## src/rtl/bsr_params.svh

```systemverilog
// Offsets, field positions, reset values and timing counts of the status register map.
// Summary of operation
// [RQ1] Paired registers carry one byte parameter high and one byte parameter low.
// [RQ2] Running hours form one 32-bit value across offsets 0x01b4 and 0x01b5.
// [RQ3] Running minutes sit in the high byte of 0x01b6; low byte reads zero.
// [RQ4] Freshness flag at 0x01b9 reads only zero or one.
// [RQ5] Data-ready bits 0..3 mark properly received devices; bits 4..15 zero.
// [RQ6] Compatibility bits 0..3 use the data-ready device order; bits 4..7 zero.
// [RQ7] Compatibility bit 8 marks legacy series compatibility; bits 9..15 reserved zero.
// [RQ8] Slow mirrored values may take up to 39 seconds to appear.
// [RQ9] Data-ready and compatibility registers refresh twice per second.
// [RQ10] Controller ready bit set means all freshness flags one, else one is zero.
// [RQ11] Master treats values under a clear freshness flag as possibly stale.
// [RQ12] Actuator positions are counts 0 to 4095 over 0 to 115 degrees.
// [RQ13] Positions are relative to the actuator closed endpoint as zero.
// [RQ14] Master converts hold counts using slope over 3108 and offset 777.
// [RQ15] Master subtracts 40 from raw auxiliary temperature bounds.
// [RQ16] All registers are read-only; writes ignored, unused bits read zero; the map answers each write with a wr_refused pulse.
`ifndef BSR_PARAMS_SVH
`define BSR_PARAMS_SVH

`define BSR_OFS_HOURS_HI 16'h01b4
`define BSR_OFS_HOURS_LO 16'h01b5
`define BSR_OFS_MINUTES 16'h01b6
`define BSR_OFS_UNUSED_A 16'h01b7
`define BSR_OFS_UNUSED_B 16'h01b8
`define BSR_OFS_FRESH 16'h01b9
`define BSR_OFS_READY 16'h01ba
`define BSR_OFS_COMPAT 16'h01bb

`define BSR_DEV_RELAY 0
`define BSR_DEV_BURNER 1
`define BSR_DEV_ANNUN 2
`define BSR_DEV_EXTMOD 3
`define BSR_DEV_COUNT 4
`define BSR_COMPAT_LEGACY_BIT 8

`define BSR_RST_WORD 16'h0000
`define BSR_RST_HOURS 32'h0000_0000
`define BSR_RST_BYTE 8'h00
`define BSR_RST_DEV 4'h0

`define BSR_CLK_HZ 10000000
`define BSR_REFRESH_MS 500
`define BSR_STALE_S 40
`define BSR_AVAIL_S 39
`define BSR_REFRESH_CYC ((`BSR_CLK_HZ / 1000) * `BSR_REFRESH_MS)
`define BSR_STALE_CYC (`BSR_CLK_HZ * `BSR_STALE_S)

`define BSR_ACT_COUNT_MAX 12'hfff

`endif

```

## src/rtl/bsr_pkg.sv

```systemverilog
// Types shared by the status register map modules.
package bsr_pkg;
	typedef logic [15:0] bsr_word_t;
	typedef logic [7:0] bsr_byte_t;
	typedef logic [3:0] bsr_dev_t;
	typedef logic [31:0] bsr_cnt_t;
	typedef logic [11:0] bsr_pos_t;
endpackage

```

## src/rtl/bsr_tmr_if.sv

```systemverilog
// Restart and expiry signals between the map and its interval timers.
`timescale 1ns/1ps
`default_nettype none
interface bsr_tmr_if;
	logic restart;
	logic expired;
	modport owner (output restart, input expired);
	modport timer (input restart, output expired);
endinterface
`default_nettype wire

```

## src/rtl/bsr_status_map.sv

```systemverilog
// Read-only status register map mirroring the burner controller's running time and device state.
`timescale 1ns/1ps
`default_nettype none
`include "bsr_params.svh"
module bsr_status_map
	import bsr_pkg::*;
#(
	parameter bsr_cnt_t REFRESH_CYC = `BSR_REFRESH_CYC,
	parameter bsr_cnt_t STALE_CYC = `BSR_STALE_CYC
) (
	input wire logic clk,
	input wire logic rst,
	input wire logic rt_load,
	input wire logic [31:0] rt_hours,
	input wire logic [7:0] rt_minutes,
	input wire logic [3:0] dev_rx_ok,
	input wire logic [3:0] dev_compat,
	input wire logic legacy_compat,
	input wire logic rd_en,
	input wire logic [15:0] rd_addr,
	output logic rd_valid,
	output bsr_word_t rd_data,
	input wire logic wr_en,
	input wire logic [15:0] wr_addr,
	input wire logic [15:0] wr_data,
	output logic wr_refused,
	input wire logic pos_load,
	input wire logic [15:0] act_pos_raw,
	input wire logic [15:0] act_closed_end,
	output bsr_pos_t act_pos_rel
);
	logic [31:0] hours_q;
	bsr_byte_t minutes_q;
	logic fresh_q;
	bsr_dev_t ready_q;
	bsr_dev_t compat_q;
	logic legacy_q;
	logic rd_valid_q;
	bsr_word_t rd_data_q;
	logic wr_refused_q;
	bsr_pos_t pos_q;

	bsr_tmr_if refresh_if ();
	bsr_tmr_if stale_if ();

	// The refresh timer runs free from reset; nothing ever needs to realign it.
	assign refresh_if.restart = 1'b0;
	// [RQ9] Half-second refresh.
	bsr_timer #(.PERIOD(REFRESH_CYC), .RELOAD(1'b1)) u_refresh (
		.clk(clk),
		.rst(rst),
		.tif(refresh_if)
	);

	// Each fresh load of the running-time range restarts its age timer.
	// One-shot, so an expired range stays stale until the controller loads it again.
	assign stale_if.restart = rt_load;
	bsr_timer #(.PERIOD(STALE_CYC), .RELOAD(1'b0)) u_stale (
		.clk(clk),
		.rst(rst),
		.tif(stale_if)
	);

	// [RQ8] Slow mirror capture.
	// Values appear only once the controller delivers them, so nothing is shown before then.
	// The hour words are not latched as a pair: a load between the two reads can tear the
	// value, so a poller should read both words between loads.
	always_ff @(posedge clk) begin
		if (rst) begin
			hours_q <= `BSR_RST_HOURS;
		end else if (rt_load) begin
			hours_q <= rt_hours;
		end
	end

	// [RQ3] Minutes capture.
	always_ff @(posedge clk) begin
		if (rst) begin
			minutes_q <= `BSR_RST_BYTE;
		end else if (rt_load) begin
			minutes_q <= rt_minutes;
		end
	end

	// The range is current from a load until its age exceeds the stale limit.
	always_ff @(posedge clk) begin
		if (rst) begin
			fresh_q <= 1'b0;
		end else if (rt_load) begin
			fresh_q <= 1'b1;
		end else if (stale_if.expired) begin
			fresh_q <= 1'b0;
		end
	end

	// [RQ10] Ready follows freshness.
	// The controller only counts as received while its range is current, so the
	// ready bit clears between refreshes once the range goes stale, but sets only at the next refresh tick after a load.
	wire logic rt_stale_now = stale_if.expired & ~rt_load;
	wire logic relay_ready_d = dev_rx_ok[`BSR_DEV_RELAY];
	wire logic burner_ready_d = dev_rx_ok[`BSR_DEV_BURNER] & fresh_q & ~rt_stale_now;
	wire logic annun_ready_d = dev_rx_ok[`BSR_DEV_ANNUN];
	wire logic extmod_ready_d = dev_rx_ok[`BSR_DEV_EXTMOD];
	wire bsr_dev_t ready_d = {extmod_ready_d, annun_ready_d, burner_ready_d, relay_ready_d};
	wire logic snap_tick = refresh_if.expired;

	// [RQ5] Device ready snapshot.
	// The burner bit also drops between ticks once the range goes stale.
	always_ff @(posedge clk) begin
		if (rst) begin
			ready_q <= `BSR_RST_DEV;
		end else if (snap_tick) begin
			ready_q <= ready_d;
		end else if (!fresh_q) begin
			ready_q[`BSR_DEV_BURNER] <= 1'b0;
		end
	end

	// [RQ6] Compatibility snapshot.
	always_ff @(posedge clk) begin
		if (rst) begin
			compat_q <= `BSR_RST_DEV;
		end else if (snap_tick) begin
			compat_q <= dev_compat;
		end
	end

	// [RQ7] Legacy compatibility snapshot.
	always_ff @(posedge clk) begin
		if (rst) begin
			legacy_q <= 1'b0;
		end else if (snap_tick) begin
			legacy_q <= legacy_compat;
		end
	end

	// [RQ2] Hours split high word first.
	wire bsr_word_t hours_hi_w = hours_q[31:16];
	wire bsr_word_t hours_lo_w = hours_q[15:0];
	// [RQ3] Minutes in high byte.
	// [RQ1] Byte-wide parameter placement.
	wire bsr_word_t minutes_w = {minutes_q, `BSR_RST_BYTE};
	// [RQ4] Flag is zero or one.
	// [RQ10] Flag mirrors controller ready.
	wire bsr_word_t fresh_w = {15'h0000, ready_q[`BSR_DEV_BURNER]};
	// [RQ5] Upper bits zero.
	wire bsr_word_t ready_w = {12'h000, ready_q};
	// [RQ6] Bits 4 to 7 zero.
	// [RQ7] Legacy bit 8, reserved zero.
	wire bsr_byte_t compat_hi_byte = {7'h00, legacy_q};
	wire bsr_byte_t compat_lo_byte = {4'h0, compat_q};
	wire bsr_word_t compat_w = {compat_hi_byte, compat_lo_byte};

	// One select per mapped offset; at most one is ever high.
	wire logic sel_hours_hi = (rd_addr == `BSR_OFS_HOURS_HI);
	wire logic sel_hours_lo = (rd_addr == `BSR_OFS_HOURS_LO);
	wire logic sel_minutes = (rd_addr == `BSR_OFS_MINUTES);
	wire logic sel_fresh = (rd_addr == `BSR_OFS_FRESH);
	wire logic sel_ready = (rd_addr == `BSR_OFS_READY);
	wire logic sel_compat = (rd_addr == `BSR_OFS_COMPAT);

	// [RQ16] Unmapped and unused read zero.
	// An AND-OR select leaves zero wherever no select is high, the unused pair included.
	wire bsr_word_t rd_mux =
		({16{sel_hours_hi}} & hours_hi_w) |
		({16{sel_hours_lo}} & hours_lo_w) |
		({16{sel_minutes}} & minutes_w) |
		({16{sel_fresh}} & fresh_w) |
		({16{sel_ready}} & ready_w) |
		({16{sel_compat}} & compat_w);

	always_ff @(posedge clk) begin
		if (rst) begin
			rd_valid_q <= 1'b0;
		end else begin
			rd_valid_q <= rd_en;
		end
	end

	// Read data is held between reads so a slow master may pick it up late.
	always_ff @(posedge clk) begin
		if (rst) begin
			rd_data_q <= `BSR_RST_WORD;
		end else if (rd_en) begin
			rd_data_q <= rd_mux;
		end
	end

	// [RQ16] Writes refused.
	// Address and data are deliberately not stored; the pulse tells the bus side to
	// answer with an error instead of silently losing the write.
	wire logic wr_hit = wr_en & (wr_addr != 16'h0000 || wr_data != 16'h0000 || 1'b1);
	always_ff @(posedge clk) begin
		if (rst) begin
			wr_refused_q <= 1'b0;
		end else begin
			wr_refused_q <= wr_hit;
		end
	end

	// [RQ13] Closed endpoint is zero.
	wire logic below_closed = (act_pos_raw < act_closed_end);
	wire logic [15:0] pos_diff = act_pos_raw - act_closed_end;
	// [RQ12] Saturate to 4095 counts.
	// A count beyond full travel is clipped rather than wrapped into a small angle.
	wire logic above_span = (pos_diff > {4'h0, `BSR_ACT_COUNT_MAX});
	wire bsr_pos_t pos_d = below_closed ? 12'h000 :
		above_span ? `BSR_ACT_COUNT_MAX : pos_diff[11:0];

	always_ff @(posedge clk) begin
		if (rst) begin
			pos_q <= 12'h000;
		end else if (pos_load) begin
			pos_q <= pos_d;
		end
	end

	assign rd_valid = rd_valid_q;
	assign rd_data = rd_data_q;
	assign wr_refused = wr_refused_q;
	assign act_pos_rel = pos_q;
endmodule // bsr_status_map
`default_nettype wire

```

## src/rtl/bsr_timer.sv

```systemverilog
// Interval timer: expires after a set count of cycles since the last restart.
`timescale 1ns/1ps
`default_nettype none
module bsr_timer
	import bsr_pkg::*;
#(
	parameter bsr_cnt_t PERIOD = 32'd100,
	parameter bit RELOAD = 1'b1
) (
	input wire logic clk,
	input wire logic rst,
	bsr_tmr_if.timer tif
);
	bsr_cnt_t cnt_q;
	logic done_q;
	wire logic at_end = (cnt_q == PERIOD - 32'd1);

	// A one-shot timer holds its expired level until restarted; a reloading one pulses.
	always_ff @(posedge clk) begin
		if (rst || tif.restart) begin
			cnt_q <= 32'h0000_0000;
			done_q <= 1'b0;
		end else if (at_end) begin
			cnt_q <= RELOAD ? 32'h0000_0000 : cnt_q;
			done_q <= 1'b1;
		end else begin
			cnt_q <= cnt_q + 32'd1;
			done_q <= RELOAD ? 1'b0 : done_q;
		end
	end

	assign tif.expired = done_q;
endmodule // bsr_timer
`default_nettype wire

```

## config.mk

```make
export PLATFORM = sky130hd
export DESIGN_NAME = bsr_status_map
export DESIGN_NICKNAME = d
export VERILOG_FILES = /design/src/rtl/bsr_pkg.sv /design/src/rtl/bsr_tmr_if.sv /design/src/rtl/bsr_status_map.sv /design/src/rtl/bsr_timer.sv
export VERILOG_INCLUDE_DIRS = /design/src /design/src/rtl
export SDC_FILE = /design/constraint.sdc
export NUM_CORES = 1
export LEC_CHECK = 0
export ABC_AREA = 1
export BUFFER_PORTS_ARGS = -buffer_cell sky130_fd_sc_hd__buf_4
export CAP_MARGIN = 20
export CORE_UTILIZATION = 45
export DETAILED_ROUTE_END_ITERATION = 8
export GPL_ROUTABILITY_DRIVEN = 0
export GPL_TIMING_DRIVEN = 0
export PLACE_DENSITY = 0.68
export SYNTH_ARGS = -nofsm -noshare
export SYNTH_HDL_FRONTEND = slang
export SYNTH_SLANG_ARGS = --single-unit
```

## constraint.sdc

```tcl
create_clock -name clk -period 2.8 [get_ports clk]
set_input_delay 0.7 -clock clk [delete_from_list [all_inputs] [get_ports clk]]
set_output_delay 0.7 -clock clk [all_outputs]
set_load 0.005 [all_outputs]
```

[After elaboration in Yosys (flattened, before gate mapping)]
Index checks and enable logic that the tools add are counted.
Cells by class
  reductions and logical operators: 3
  bitwise gates (word level): 16
  equal/unequal tests: 9
  add/subtract/negate cells: 3
  muxes and demuxes: 7
  order comparisons: 2
Operators with widths (number)
  $eq A16 B9 Y1 const B: 6
  $or A16 B16 Y16: 5
  $add A32 B1 Y32 const B: 2
  $and A16 B16 Y16: 3
  $eq A32 B23 Y1 const B: 1
  $eq A32 B29 Y1 const B: 1
  $mux W12: 2
  $and A16 B1 Y16: 1
  $and A16 B4 Y16: 1
  $and A16 B9 Y16: 1
  $gt A16 B12 Y1 const B: 1
  $lt A16 B16 Y1: 1
  $sub A16 B16 Y16: 1
  $mux W1: 5
  $and A1 B1 Y1: 3
  $ne A2 B1 Y1 const B: 1
  $not A1 Y1: 2
  $reduce_bool A2 Y1: 1
  $reduce_or A2 Y1: 1
  $logic_or A1 B1 Y1: 1
Word-level totals
  output and inout port bits: 30
  register bits after elaboration: 146
  logic and storage cells: 55

[Longest topological paths before layout]
Gate-level depths: netlist of run 1.
  depth after elaboration: 7
  mapped depth: 18
  depth with buffers taken out: 17

[By module]
A second synthesis of run 1 with hierarchy kept.
Second synthesis, totals
  cell total of the unflattened synthesis: 1270
  area, all modules: 8156.6 sq um
Modules (own cells, without submodules)
  bsr_status_map: times used 1, cells each 620, sequential area each 1601.5 sq um, area each 4267.8 sq um
  bsr_timer at u_stale: times used 1, cells each 354, sequential area each 660.6 sq um, area each 2043.2 sq um
  bsr_timer at u_refresh: times used 1, cells each 296, sequential area each 660.6 sq um, area each 1845.5 sq um

[Worst setup path after synthesis of run 1]
No wires, ideal clock.
  kind: input-to-reg
  start point: in act_pos_raw[0]
  end point: reg pos_q[10] (netlist: act_pos_rel[10])
  stages on the path: 17
  path slack: 0.413 ns
  arrival time: 2.255 ns
  cells stage by stage: inv_1 -> ha_1 -> inv_1 -> fa_1 -> nand2_1 -> nand2_1 -> nand3b_1 -> nand2_1 -> nand2_1 -> nand3b_1 -> nand2_1 -> nand2_1 -> inv_1 -> buf_2 -> nand3_1 -> nand2_1 -> a21oi_1
Between the ends
  word-level cells in the longest chain between the ends: 4
Ends and longest elaborated chain
  from (decl): RTL line bsr_status_map.sv:28  | input wire logic [15:0] act_pos_raw,
  $sub A16 B16 Y16: RTL line bsr_status_map.sv:203  | wire logic [15:0] pos_diff = act_pos_raw - act_closed_end;
  $gt A16 B12 Y1: RTL line bsr_status_map.sv:206  | wire logic above_span = (pos_diff > {4'h0, `BSR_ACT_COUNT_MAX});
  $mux W12: RTL line bsr_status_map.sv:208  | above_span ? `BSR_ACT_COUNT_MAX : pos_diff[11:0];
  $mux W12 *: RTL line bsr_status_map.sv:207  | wire bsr_pos_t pos_d = below_closed ? 12'h000 :
  to (signal assigned): RTL line bsr_status_map.sv:214  | pos_q <= pos_d;
  to (decl): RTL line bsr_status_map.sv:41  | bsr_pos_t pos_q;
Mark *: on every way between the ends. The rest lies on a longest branch, timed or not.
A chain may end at the register's enable or synchronous reset.

[Final worst setup path of run 1]
Same ends and word-level chain as after synthesis.

==> flow_summary_export.csv, run 1 <==
group,metric,value,unit
die,die_w,131,um
routing,dr.pass1.iters,5,
placement,pre_cts_slack,0.0269,ns
routing,ant_nets,0,
timing,finalSetupViolations,0,
synth,ys_seq_area_share,38.8,%
min_path,min_path_type,"flip-flop to flip-flop",
cells_and_area,final_common_cell,"nand2_1",
synth,ys_ff_latch,146,
clock_tree,tritoncts,"done",
synth,synthCells,1094,
synth,syn_area,7530,sq um
placement,dp_cells,1441,
cells_and_area,mostFrequentLayoutCells,"nand2_1, inv_1, dfxtp_1",
timing,setup_tns,0,ns
placement,dpl-instance-area,8780,sq um
routing,routed_via_density,5.02,
timing,layout_setup_ws,0.430,ns
synth,avgSynthCellArea,6.88,sq um
critical_path,path_cells,"buf_4, inv_1, ha_1, inv_1, fa_1, nand2_1, nand2_1, nand3b_1, nand2_1, nand2_1, nand3b_1, nand2_1, nand2_1, inv_1, buf_2, nand3_1, nand2_1, a21oi_1",
timing,hold_violations,0,
clock_tree,cts-resized-gates,0,
clock_tree,htreeDepth,4,
clock_tree,cts-root-buf,"clkbuf_16",
flow_run,maxCapViolCount,0,
critical_path,crit_buf_inv,5,
critical_path,worst-setup-path-type,"input port to flip-flop",
critical_path,critPathRequiredTime,3.09,ns
status,status,"finished, final reports clean",
critical_path,cp_slowest_cell,"fa_1",
synth,async_flop_share,0,%
global_routing,grt_max_degree,17,
clock_tree,cts_hold_buffers,0,
timing,worst_pin_slew,0.570,ns
critical_path,max_stage_delay,0.40,ns
critical_path,end_kind,"flip-flop",
global_routing,grt_pass1_wl,33.0,mm
clock_tree,post-cts-setup-buffers,0,
timing,period_needed,2.37,ns
die,ios,165,
synth,synth_nets,1248,
synth,ys_warn_count,0,
global_routing,grt_use_total,23.4,%
die,row_count,46,
routing,drc,0,
timing,whs,0.451,ns
cells_and_area,fin_nets,1398,
global_routing,overflow,0,
clock_tree,clk_pin_slew,0.06,ns
cells_and_area,fin_util,59.0,%
global_routing,grt_pass1_vias,6890,
placement,io_buffers,131,
die,core,16100,sq um
cells_and_area,layout.cells.non_filler,1473,
clock_tree,clock-sinks,146,
critical_path,crit_path_start_kind,"input port",
cells_and_area,area_growth,26.4,%
die,initial_core_util,46.7,%
clock_tree,cts_buffer_depth,2,
die,dieArea,17200,sq um
routing,wirelength,19.6,mm
synth,synth_edf_count,0,
cells_and_area,final_layout_size_suffix_gt1_share,16.8,%
synth,synth_top_area_share,38.8,%
critical_path,crit_top_cell,"nand2_1",
cells_and_area,antenna_cells,0,
timing,finalMaxSlewViolations,0,
critical_path,crit_family,"simple AND/OR/NAND/NOR gates",
power_and_ir_drop,power,5.55,mW
synth,synth_cell_types,46,
synth,yosysTopAreaCell,"dfxtp_1",
synth,synthTopCellsByArea,"dfxtp_1, nand2_1, inv_1",
cells_and_area,finalInstanceArea,9510,sq um
power_and_ir_drop,max-vdd-ir-drop,0.000509,V
critical_path,crit_arrival,2.66,ns
power_and_ir_drop,leakagePower,4.01,nW
synth,synthFlopType,"dfxtp_1",
critical_path,cp_max_fo,10,
power_and_ir_drop,powerDensity,584,nW/um^2
timing,slew_headroom,62.0,%
routing,wire_per_inst,13.3,um
timing,rsz0062_at_grt,"no",
global_routing,antenna_found_initial,0,
timing,period_share,84.6,%
routing,via_count,7389,
die,die_y,131,um
placement,dpl.hpwl,14.6,mm
routing,drt_iter0_markers,537,
timing,finalClockSkew,0.0135,ns
clock_tree,cts-buffers-inserted,17,
clock_tree,worstSkewPairLatency,0.43,ns
timing,fmax,422,MHz
[cell usage after synthesis (16+ instances only)]
cell type    n
a21oi_1    108
clkbuf_1    24
xor2_1      16
nor2_1     118
nand4_1     20
o21ai_0     71
ha_1        18
nand2_1    200
nor3_1      33
dfxtp_1    146
o22ai_1     17
nand3_1     42
inv_1      183
xnor2_1     17
[final cells by class]
cell class	instances	area, sq um
flip-flops and latches	146	2920
multi-input cells	727	3760
well taps	216	270
clock buffers	19	453
clock inverters	13	278
repair buffers	131	983
inverters	190	713
fillers	1527	6600
plain buffers	31	129
[final timing paths]
kind                            from                 end  depth (start not counted)  slack, ns
setup / recovery      act_pos_raw[0]     act_pos_rel[10]                         18       0.43
hold / removal    u_refresh.cnt_q[0]  u_refresh.cnt_q[0]                          1       0.45
setup reg to reg    u_stale.cnt_q[0]    u_stale.cnt_q[0]                          9       0.74
hold reg to reg   u_refresh.cnt_q[0]  u_refresh.cnt_q[0]                          1       0.45
[registers in the layout, summed over array words and instances (netlist names)]
| register | cells |
|---|---|
| fresh_q | 1 |
| hours_q | 32 |
| rd_valid | 1 |
| minutes_q | 8 |
| u_stale.cnt_q | 32 |
| u_stale.tif.expired | 1 |
| u_refresh.cnt_q | 32 |
| rd_data | 16 |
| ready_q | 4 |
| wr_refused | 1 |
| legacy_q | 1 |
| compat_q | 4 |
| u_refresh.tif.expired | 1 |
| act_pos_rel | 12 |
[power by group]
group | switching, mW | internal [mW]
clock network | 0.884 | 1.90
registers | 0.0315 | 2.15
logic | 0.323 | 0.267
[per-layer routing]
| metal | global-route usage [%] | part of all wire (%) | vias to the layer above |
|---|---|---|---|
| met2 | 37.5 | 45 | 232 |
| met5 | 0 | 0 | - |
| li1 | - | - | 3823 |
| met3 | 4.67 | 6.6 | 26 |
| met4 | 7.04 | 1.6 | 0 |
| met1 | 31.5 | 47 | 3308 |
[logic make-up after synthesis]
kind of cell    Yosys count  synth area share [%]
simple gates            464                  27.9
buf+inv                 221                  11.2
compound gates          211                  14.9
flops                   146                  38.8
xor+xnor                 33                  3.84
fa+ha+maj                19                  3.26
(Power assumes the default switching activity.)
==> inputs of run 2 (changes only) <==
--- a/config.mk
+++ b/config.mk
@@ -13,7 +13,7 @@
 export DETAILED_ROUTE_END_ITERATION = 8
 export GPL_ROUTABILITY_DRIVEN = 0
 export GPL_TIMING_DRIVEN = 0
-export PLACE_DENSITY = 0.68
+export PLACE_DENSITY = 0.71
 export SYNTH_ARGS = -nofsm -noshare
 export SYNTH_HDL_FRONTEND = slang
 export SYNTH_SLANG_ARGS = --single-unit
==> constraint.sdc (replaced) <==
create_clock -name clk -period 1.9 [get_ports clk]
set_input_delay 0.475 -clock clk [delete_from_list [all_inputs] [get_ports clk]]
set_output_delay 0.475 -clock clk [all_outputs]
set_load 0.005 [all_outputs]
==> flow_summary_export.csv, run 2 (synthesis results as in run 1) <==
group,metric,value,unit
cells_and_area,fin_util,61.9,%
timing,finalSetupViolations,5,
cells_and_area,area_growth,32.5,%
routing,met3_length,1.43,mm
critical_path,end_kind,"flip-flop",
die,initial_core_util,46.7,%
routing,routed_via_density,5.07,
critical_path,worst-setup-path-type,"input port to flip-flop",
cells_and_area,final_layout_size_suffix_gt1_share,23.7,%
clock_tree,cts_hold_buffers,0,
global_routing,overflow,0,
timing,period_share,101,%
placement,io_buffers,131,
routing,wirelength,20.1,mm
global_routing,antenna_found_initial,0,
die,die_w,131,um
clock_tree,clk_pin_slew,0.06,ns
clock_tree,cts_buffer_depth,2,
timing,layout_setup_ws,-0.0194,ns
clock_tree,tritoncts,"done",
routing,met1_length,9.15,mm
routing,ant_nets,0,
routing,top_layer_used,"met4",
routing,drc,0,
die,die_y,131,um
routing,via_count,7632,
timing,whs,0.262,ns
timing,worst_pin_slew,0.593,ns
critical_path,crit_arrival,2.21,ns
die,dieArea,17200,sq um
cells_and_area,final_common_cell,"nand2_1",
timing,slew_headroom,60.5,%
critical_path,critical_path.startpoint,"act_pos_raw[0]",
min_path,hold_start,"wr_en",
power_and_ir_drop,max-vdd-ir-drop,0.000826,V
timing,finalClockSkew,0.00760,ns
clock_tree,cts-buffers-inserted,17,
clock_tree,cts-root-buf,"clkbuf_16",
timing,period_needed,1.92,ns
clock_tree,clock-sinks,146,
placement,dpl.hpwl,14.5,mm
timing,hold_violations,0,
status,violations,"negative setup slack",
cells_and_area,antenna_cells,0,
power_and_ir_drop,powerDensity,783,nW/um^2
min_path,min_path_type,"input port to flip-flop",
die,ios,165,
global_routing,grt_use_total,22.9,%
routing,wire_per_inst,13.4,um
global_routing,grt_pass1_wl,32.2,mm
die,row_count,46,
cells_and_area,fin_nets,1430,
routing,drt_iter0_markers,557,
critical_path,critPathRequiredTime,2.19,ns
global_routing,grt_pass1_vias,6747,
global_routing,grt_max_degree,17,
status,status,"finished, violations left",
routing,dr.pass1.iters,5,
power_and_ir_drop,leakagePower,4.17,nW
critical_path,worstReg2RegStart,"u_stale.cnt_q[1]",
clock_tree,htreeDepth,4,
critical_path,crit_path_start_kind,"input port",
die,core,16100,sq um
timing,finalMaxSlewViolations,0,
timing,fmax,521,MHz
critical_path,cp_max_fo,5,
timing,rsz0062_at_grt,"yes",
flow_run,maxCapViolCount,0,
cells_and_area,mostFrequentLayoutCells,"nand2_1, inv_1, buf_4",
cells_and_area,nFillCells,1451,
clock_tree,worstSkewPairLatency,0.43,ns
routing,wl_met2,9.32,mm
cells_and_area,top_regs,"hours_q (32), u_refresh.cnt_q (32), u_stale.cnt_q (32)",
[run 2: cell count changes in the layout (fill, tap and decap cells not counted), sizes merged]
cell,change
inv,+4
clkinv,+1
bufinv,-4
clkinvlp,+1
buf,+31
clkbuf,-1
[run 2: critical path, stage by stage]
cell      delay, ns
buf_8          0.11
inv_12         0.04
ha_4           0.15
inv_4          0.04
fa_2           0.34
nand2_2        0.10
nand2_2        0.06
nand3b_1       0.11
nand2_2        0.08
nand2_2        0.08
nand3b_1       0.08
nand2_1        0.08
nand2_1        0.06
inv_2          0.10
buf_6          0.14
nand3_2        0.07
nand2_2        0.07
a21oi_2        0.05
[run 2: final timing paths]
kind | end | slack [ns] | cells past startpoint
max | act_pos_rel[4] | -0.02 | 18
max reg2reg | u_stale.cnt_q[28] | 0 | 8
min | wr_refused | 0.26 | 3
min reg2reg | ready_q[3] | 0.46 | 2
[run 2: metrics by stage]
step	TNS, ns	cells	power (mW)	area (sq um)	worst slack, ns
global route	-1.68	1505	8.10	9970	-0.143
global placement	-12.86	1441	4.14	8830	-0.475
finish	-0.0447	1505	7.81	9970	-0.0194
CTS	-0.0702	1484	7.77	9620	-0.0147
detailed placement	-13.94	1441	4.16	8830	-0.523
floorplan	-1.05	1094	3.78	7570	-0.105
[run 2: final cells by class]
cell class	instances	area (sq um)	share of cell area, %
well taps	216	270	2.71
multi-input cells	727	4020	40.3
plain buffers	31	146	1.47
clock buffers	17	425	4.27
repair buffers	163	1240	12.5
clock inverters	15	205	2.06
inverters	190	728	7.30
flip-flops and latches	146	2940	29.4
[run 2: routing by layer]
metal	GRT usage, %	up-vias
met2	36.7	254
met3	5.52	27
li1	-	3896
met1	30.8	3455
met5	0	-
met4	5.43	0
[run 2: power breakdown]
group	leakage (nW)	switching, mW	internal (mW)
registers	1.20	0.0484	3.17
logic	2.68	0.543	0.468
clock network	0.301	1.37	2.21
total	4.17	1.96	5.85
[run 2: timing repair]
action / in CTS / in global routing
pin swaps: 13 / 28
resized for setup: 21 / 59
gates cloned: 1 / 1
buffers inserted: 10 / 20
endpoints found under the setup margin: 33 / 64
==> inputs of run 3 (changes only) <==
--- a/config.mk
+++ b/config.mk
@@ -14,6 +14,7 @@
 export GPL_ROUTABILITY_DRIVEN = 0
 export GPL_TIMING_DRIVEN = 0
 export PLACE_DENSITY = 0.71
+export SETUP_SLACK_MARGIN = 0.1
 export SYNTH_ARGS = -nofsm -noshare
 export SYNTH_HDL_FRONTEND = slang
 export SYNTH_SLANG_ARGS = --single-unit
==> flow_summary_export.csv, run 3 (synthesis results as in run 1) <==
group,metric,value,unit
status,status,"finished, violations left",
status,violations,"negative setup slack",
critical_path,critical_path.startpoint,"act_pos_raw[0]",
cells_and_area,ff_latch_area,2940,sq um
critical_path,critPathRequiredTime,2.19,ns
timing,hold_violations,0,
clock_tree,cts_buffer_depth,2,
critical_path,path_cells,"buf_8, inv_12, ha_4, inv_4, fa_2, nand2_2, nand2_2, nand3b_1, nand2_2, nand2_2, nand3b_1, nand2_1, nand2_1, inv_2, buf_6, nand3_2, nand2_2, a21oi_2",
timing,rsz0062_at_grt,"yes",
die,dieArea,17200,sq um
timing,whs,0.266,ns
cells_and_area,layout.cells.non_filler,1510,
critical_path,cp_slowest_cell,"fa_2",
timing,period_needed,1.91,ns
critical_path,crit_buf_inv,5,
timing,finalClockSkew,0.00640,ns
critical_path,cp_max_fo,5,
timing,finalMaxSlewViolations,0,
die,row_count,46,
cells_and_area,multi_input_comb_area,4240,sq um
timing,finalSetupViolations,2,
die,ios,165,
critical_path,crit_arrival,2.20,ns
clock_tree,clock-sinks,146,
critical_path,max_stage_delay,0.34,ns
clock_tree,cts_hold_buffers,0,
flow_run,maxCapViolCount,0,
routing,wire_per_inst,13.6,um
critical_path,cp.depth,18,
cells_and_area,area_growth,36.4,%
power_and_ir_drop,powerDensity,762,nW/um^2
critical_path,crit_path_end,"act_pos_rel[4]",
cells_and_area,nFillCells,1411,
clock_tree,cts-root-buf,"clkbuf_16",
cells_and_area,final_common_cell,"nand2_1",
global_routing,grt_pass1_vias,6823,
cells_and_area,fin_nets,1435,
routing,drt_iter0_markers,534,
clock_tree,tritoncts,"done",
die,die_w,131,um
routing,dr.pass1.iters,5,
global_routing,grt_pass1_wl,32.6,mm
critical_path,r2r_setup_slack,0.08,ns
die,core,16100,sq um
clock_tree,cts-buffers-inserted,17,
cells_and_area,final_layout_size_suffix_gt1_share,26.8,%
die,die_y,131,um
power_and_ir_drop,leakagePower,4.25,nW
critical_path,crit_path_start_kind,"input port",
cells_and_area,antenna_cells,0,
routing,drc,0,
critical_path,worstReg2RegStart,"u_refresh.cnt_q[1]",
die,initial_core_util,46.7,%
clock_tree,worstSkewPairLatency,0.42,ns
placement,io_buffers,131,
timing,fmax,523,MHz
clock_tree,htreeDepth,4,
placement,dp_cells,1441,
critical_path,crit_top_cell,"nand2_2",
placement,dpl.hpwl,14.5,mm
timing,layout_setup_ws,-0.0104,ns
critical_path,end_kind,"flip-flop",
routing,ant_nets,0,
routing,via_count,7653,
critical_path,worst-setup-path-type,"input port to flip-flop",
global_routing,grt_max_degree,17,
critical_path,r2r_end,"u_refresh.cnt_q[30]",
global_routing,overflow,0,
global_routing,antenna_found_initial,0,
timing,worst_pin_slew,0.601,ns
timing,slew_headroom,59.9,%
critical_path,ff2ff_path_depth,12,
power_and_ir_drop,max-vdd-ir-drop,0.000782,V
timing,period_share,101,%
critical_path,crit_family,"simple AND/OR/NAND/NOR gates",
min_path,min_path_type,"input port to flip-flop",
routing,wirelength,20.6,mm
routing,routed_via_density,5.07,
cells_and_area,mostFrequentLayoutCells,"nand2_1, inv_1, buf_4",
clock_tree,clk_pin_slew,0.06,ns
global_routing,grt_use_total,23.2,%
cells_and_area,top_regs,"hours_q (32), u_refresh.cnt_q (32), u_stale.cnt_q (32)",
==> run 3: cell count changes in the layout (fill, tap and decap cells not counted), sizes merged <==
cell	before	now
buf	169	175
clkbuf	42	41
==> run 3: worst min path at each step <==
stage,start,endpoint,slack [ns],cells past startpoint
3_3_place_gp,u_refresh.cnt_q[0],u_refresh.cnt_q[0],0.43,1
4_1_cts,wr_en,wr_refused,0.26,3
5_1_grt,wr_en,wr_refused,0.27,3
2_1_floorplan,u_refresh.cnt_q[0],u_refresh.cnt_q[0],0.42,1
6_report,wr_en,wr_refused,0.27,3
3_5_place_dp,u_refresh.cnt_q[0],u_refresh.cnt_q[0],0.44,1
==> run 3: power breakdown <==
part	internal (mW)	switching, mW	leakage (nW)
clock network	2.21	1.36	0.301
logic	0.484	0.554	2.75
registers	3.17	0.0477	1.20
==> run 3: timing repair <==
| action | in CTS | in global routing |
|---|---|---|
| pin swaps | 25 | 35 |
| setup endpoints to repair | 62 | 80 |
| resized for setup | 39 | 91 |
| gates cloned | 1 | 1 |
| buffers inserted | 19 | 17 |
==> run 3: cell type report <==
class | count | share of cell area, %
clock buffers | 17 | 4.14
repair buffers | 168 | 12.7
flip-flops and latches | 146 | 28.6
plain buffers | 31 | 1.50
clock inverters | 15 | 2.00
well taps | 216 | 2.63
inverters | 190 | 7.12
multi-input cells | 727 | 41.3
==> run 3: layer usage <==
layer / global-route usage [%] / part of all wire [%]
met1: 31.1 / 46
met2: 37.5 / 46
met3: 5.40 / 6.0
met4: 5.43 / 1.1
met5: 0 / 0
==> run 3: through the flow <==
| step | cell area [sq um] | setup slack [ns] | util, % | power, mW | setup TNS (ns) |
|---|---|---|---|---|---|
| after global placement | 8830 | -0.475 | 54.8 | 4.14 | -12.86 |
| after floorplan | 7570 | -0.105 | - | 3.78 | -1.05 |
| final | 10300 | -0.0104 | 63.7 | 7.82 | -0.0150 |
| after CTS | 9760 | -0.0171 | 60.6 | 7.78 | -0.0849 |
| after global routing | 10300 | -0.121 | 63.7 | 8.14 | -1.24 |
| after detailed placement | 8830 | -0.523 | 54.8 | 4.16 | -13.94 |
==> run 3: worst register-to-register path: stages (launching register included) <==
cell and delay (ns):
dfxtp_4 0.36, ha_4 0.14, nand2_2 0.05, inv_2 0.05
nand4_1 0.13, nor2_2 0.17, nand2_2 0.10, nor2_4 0.19
nand3b_4 0.14, nor2_4 0.13, xor2_1 0.15, inv_1 0.06
nor2_2 0.09
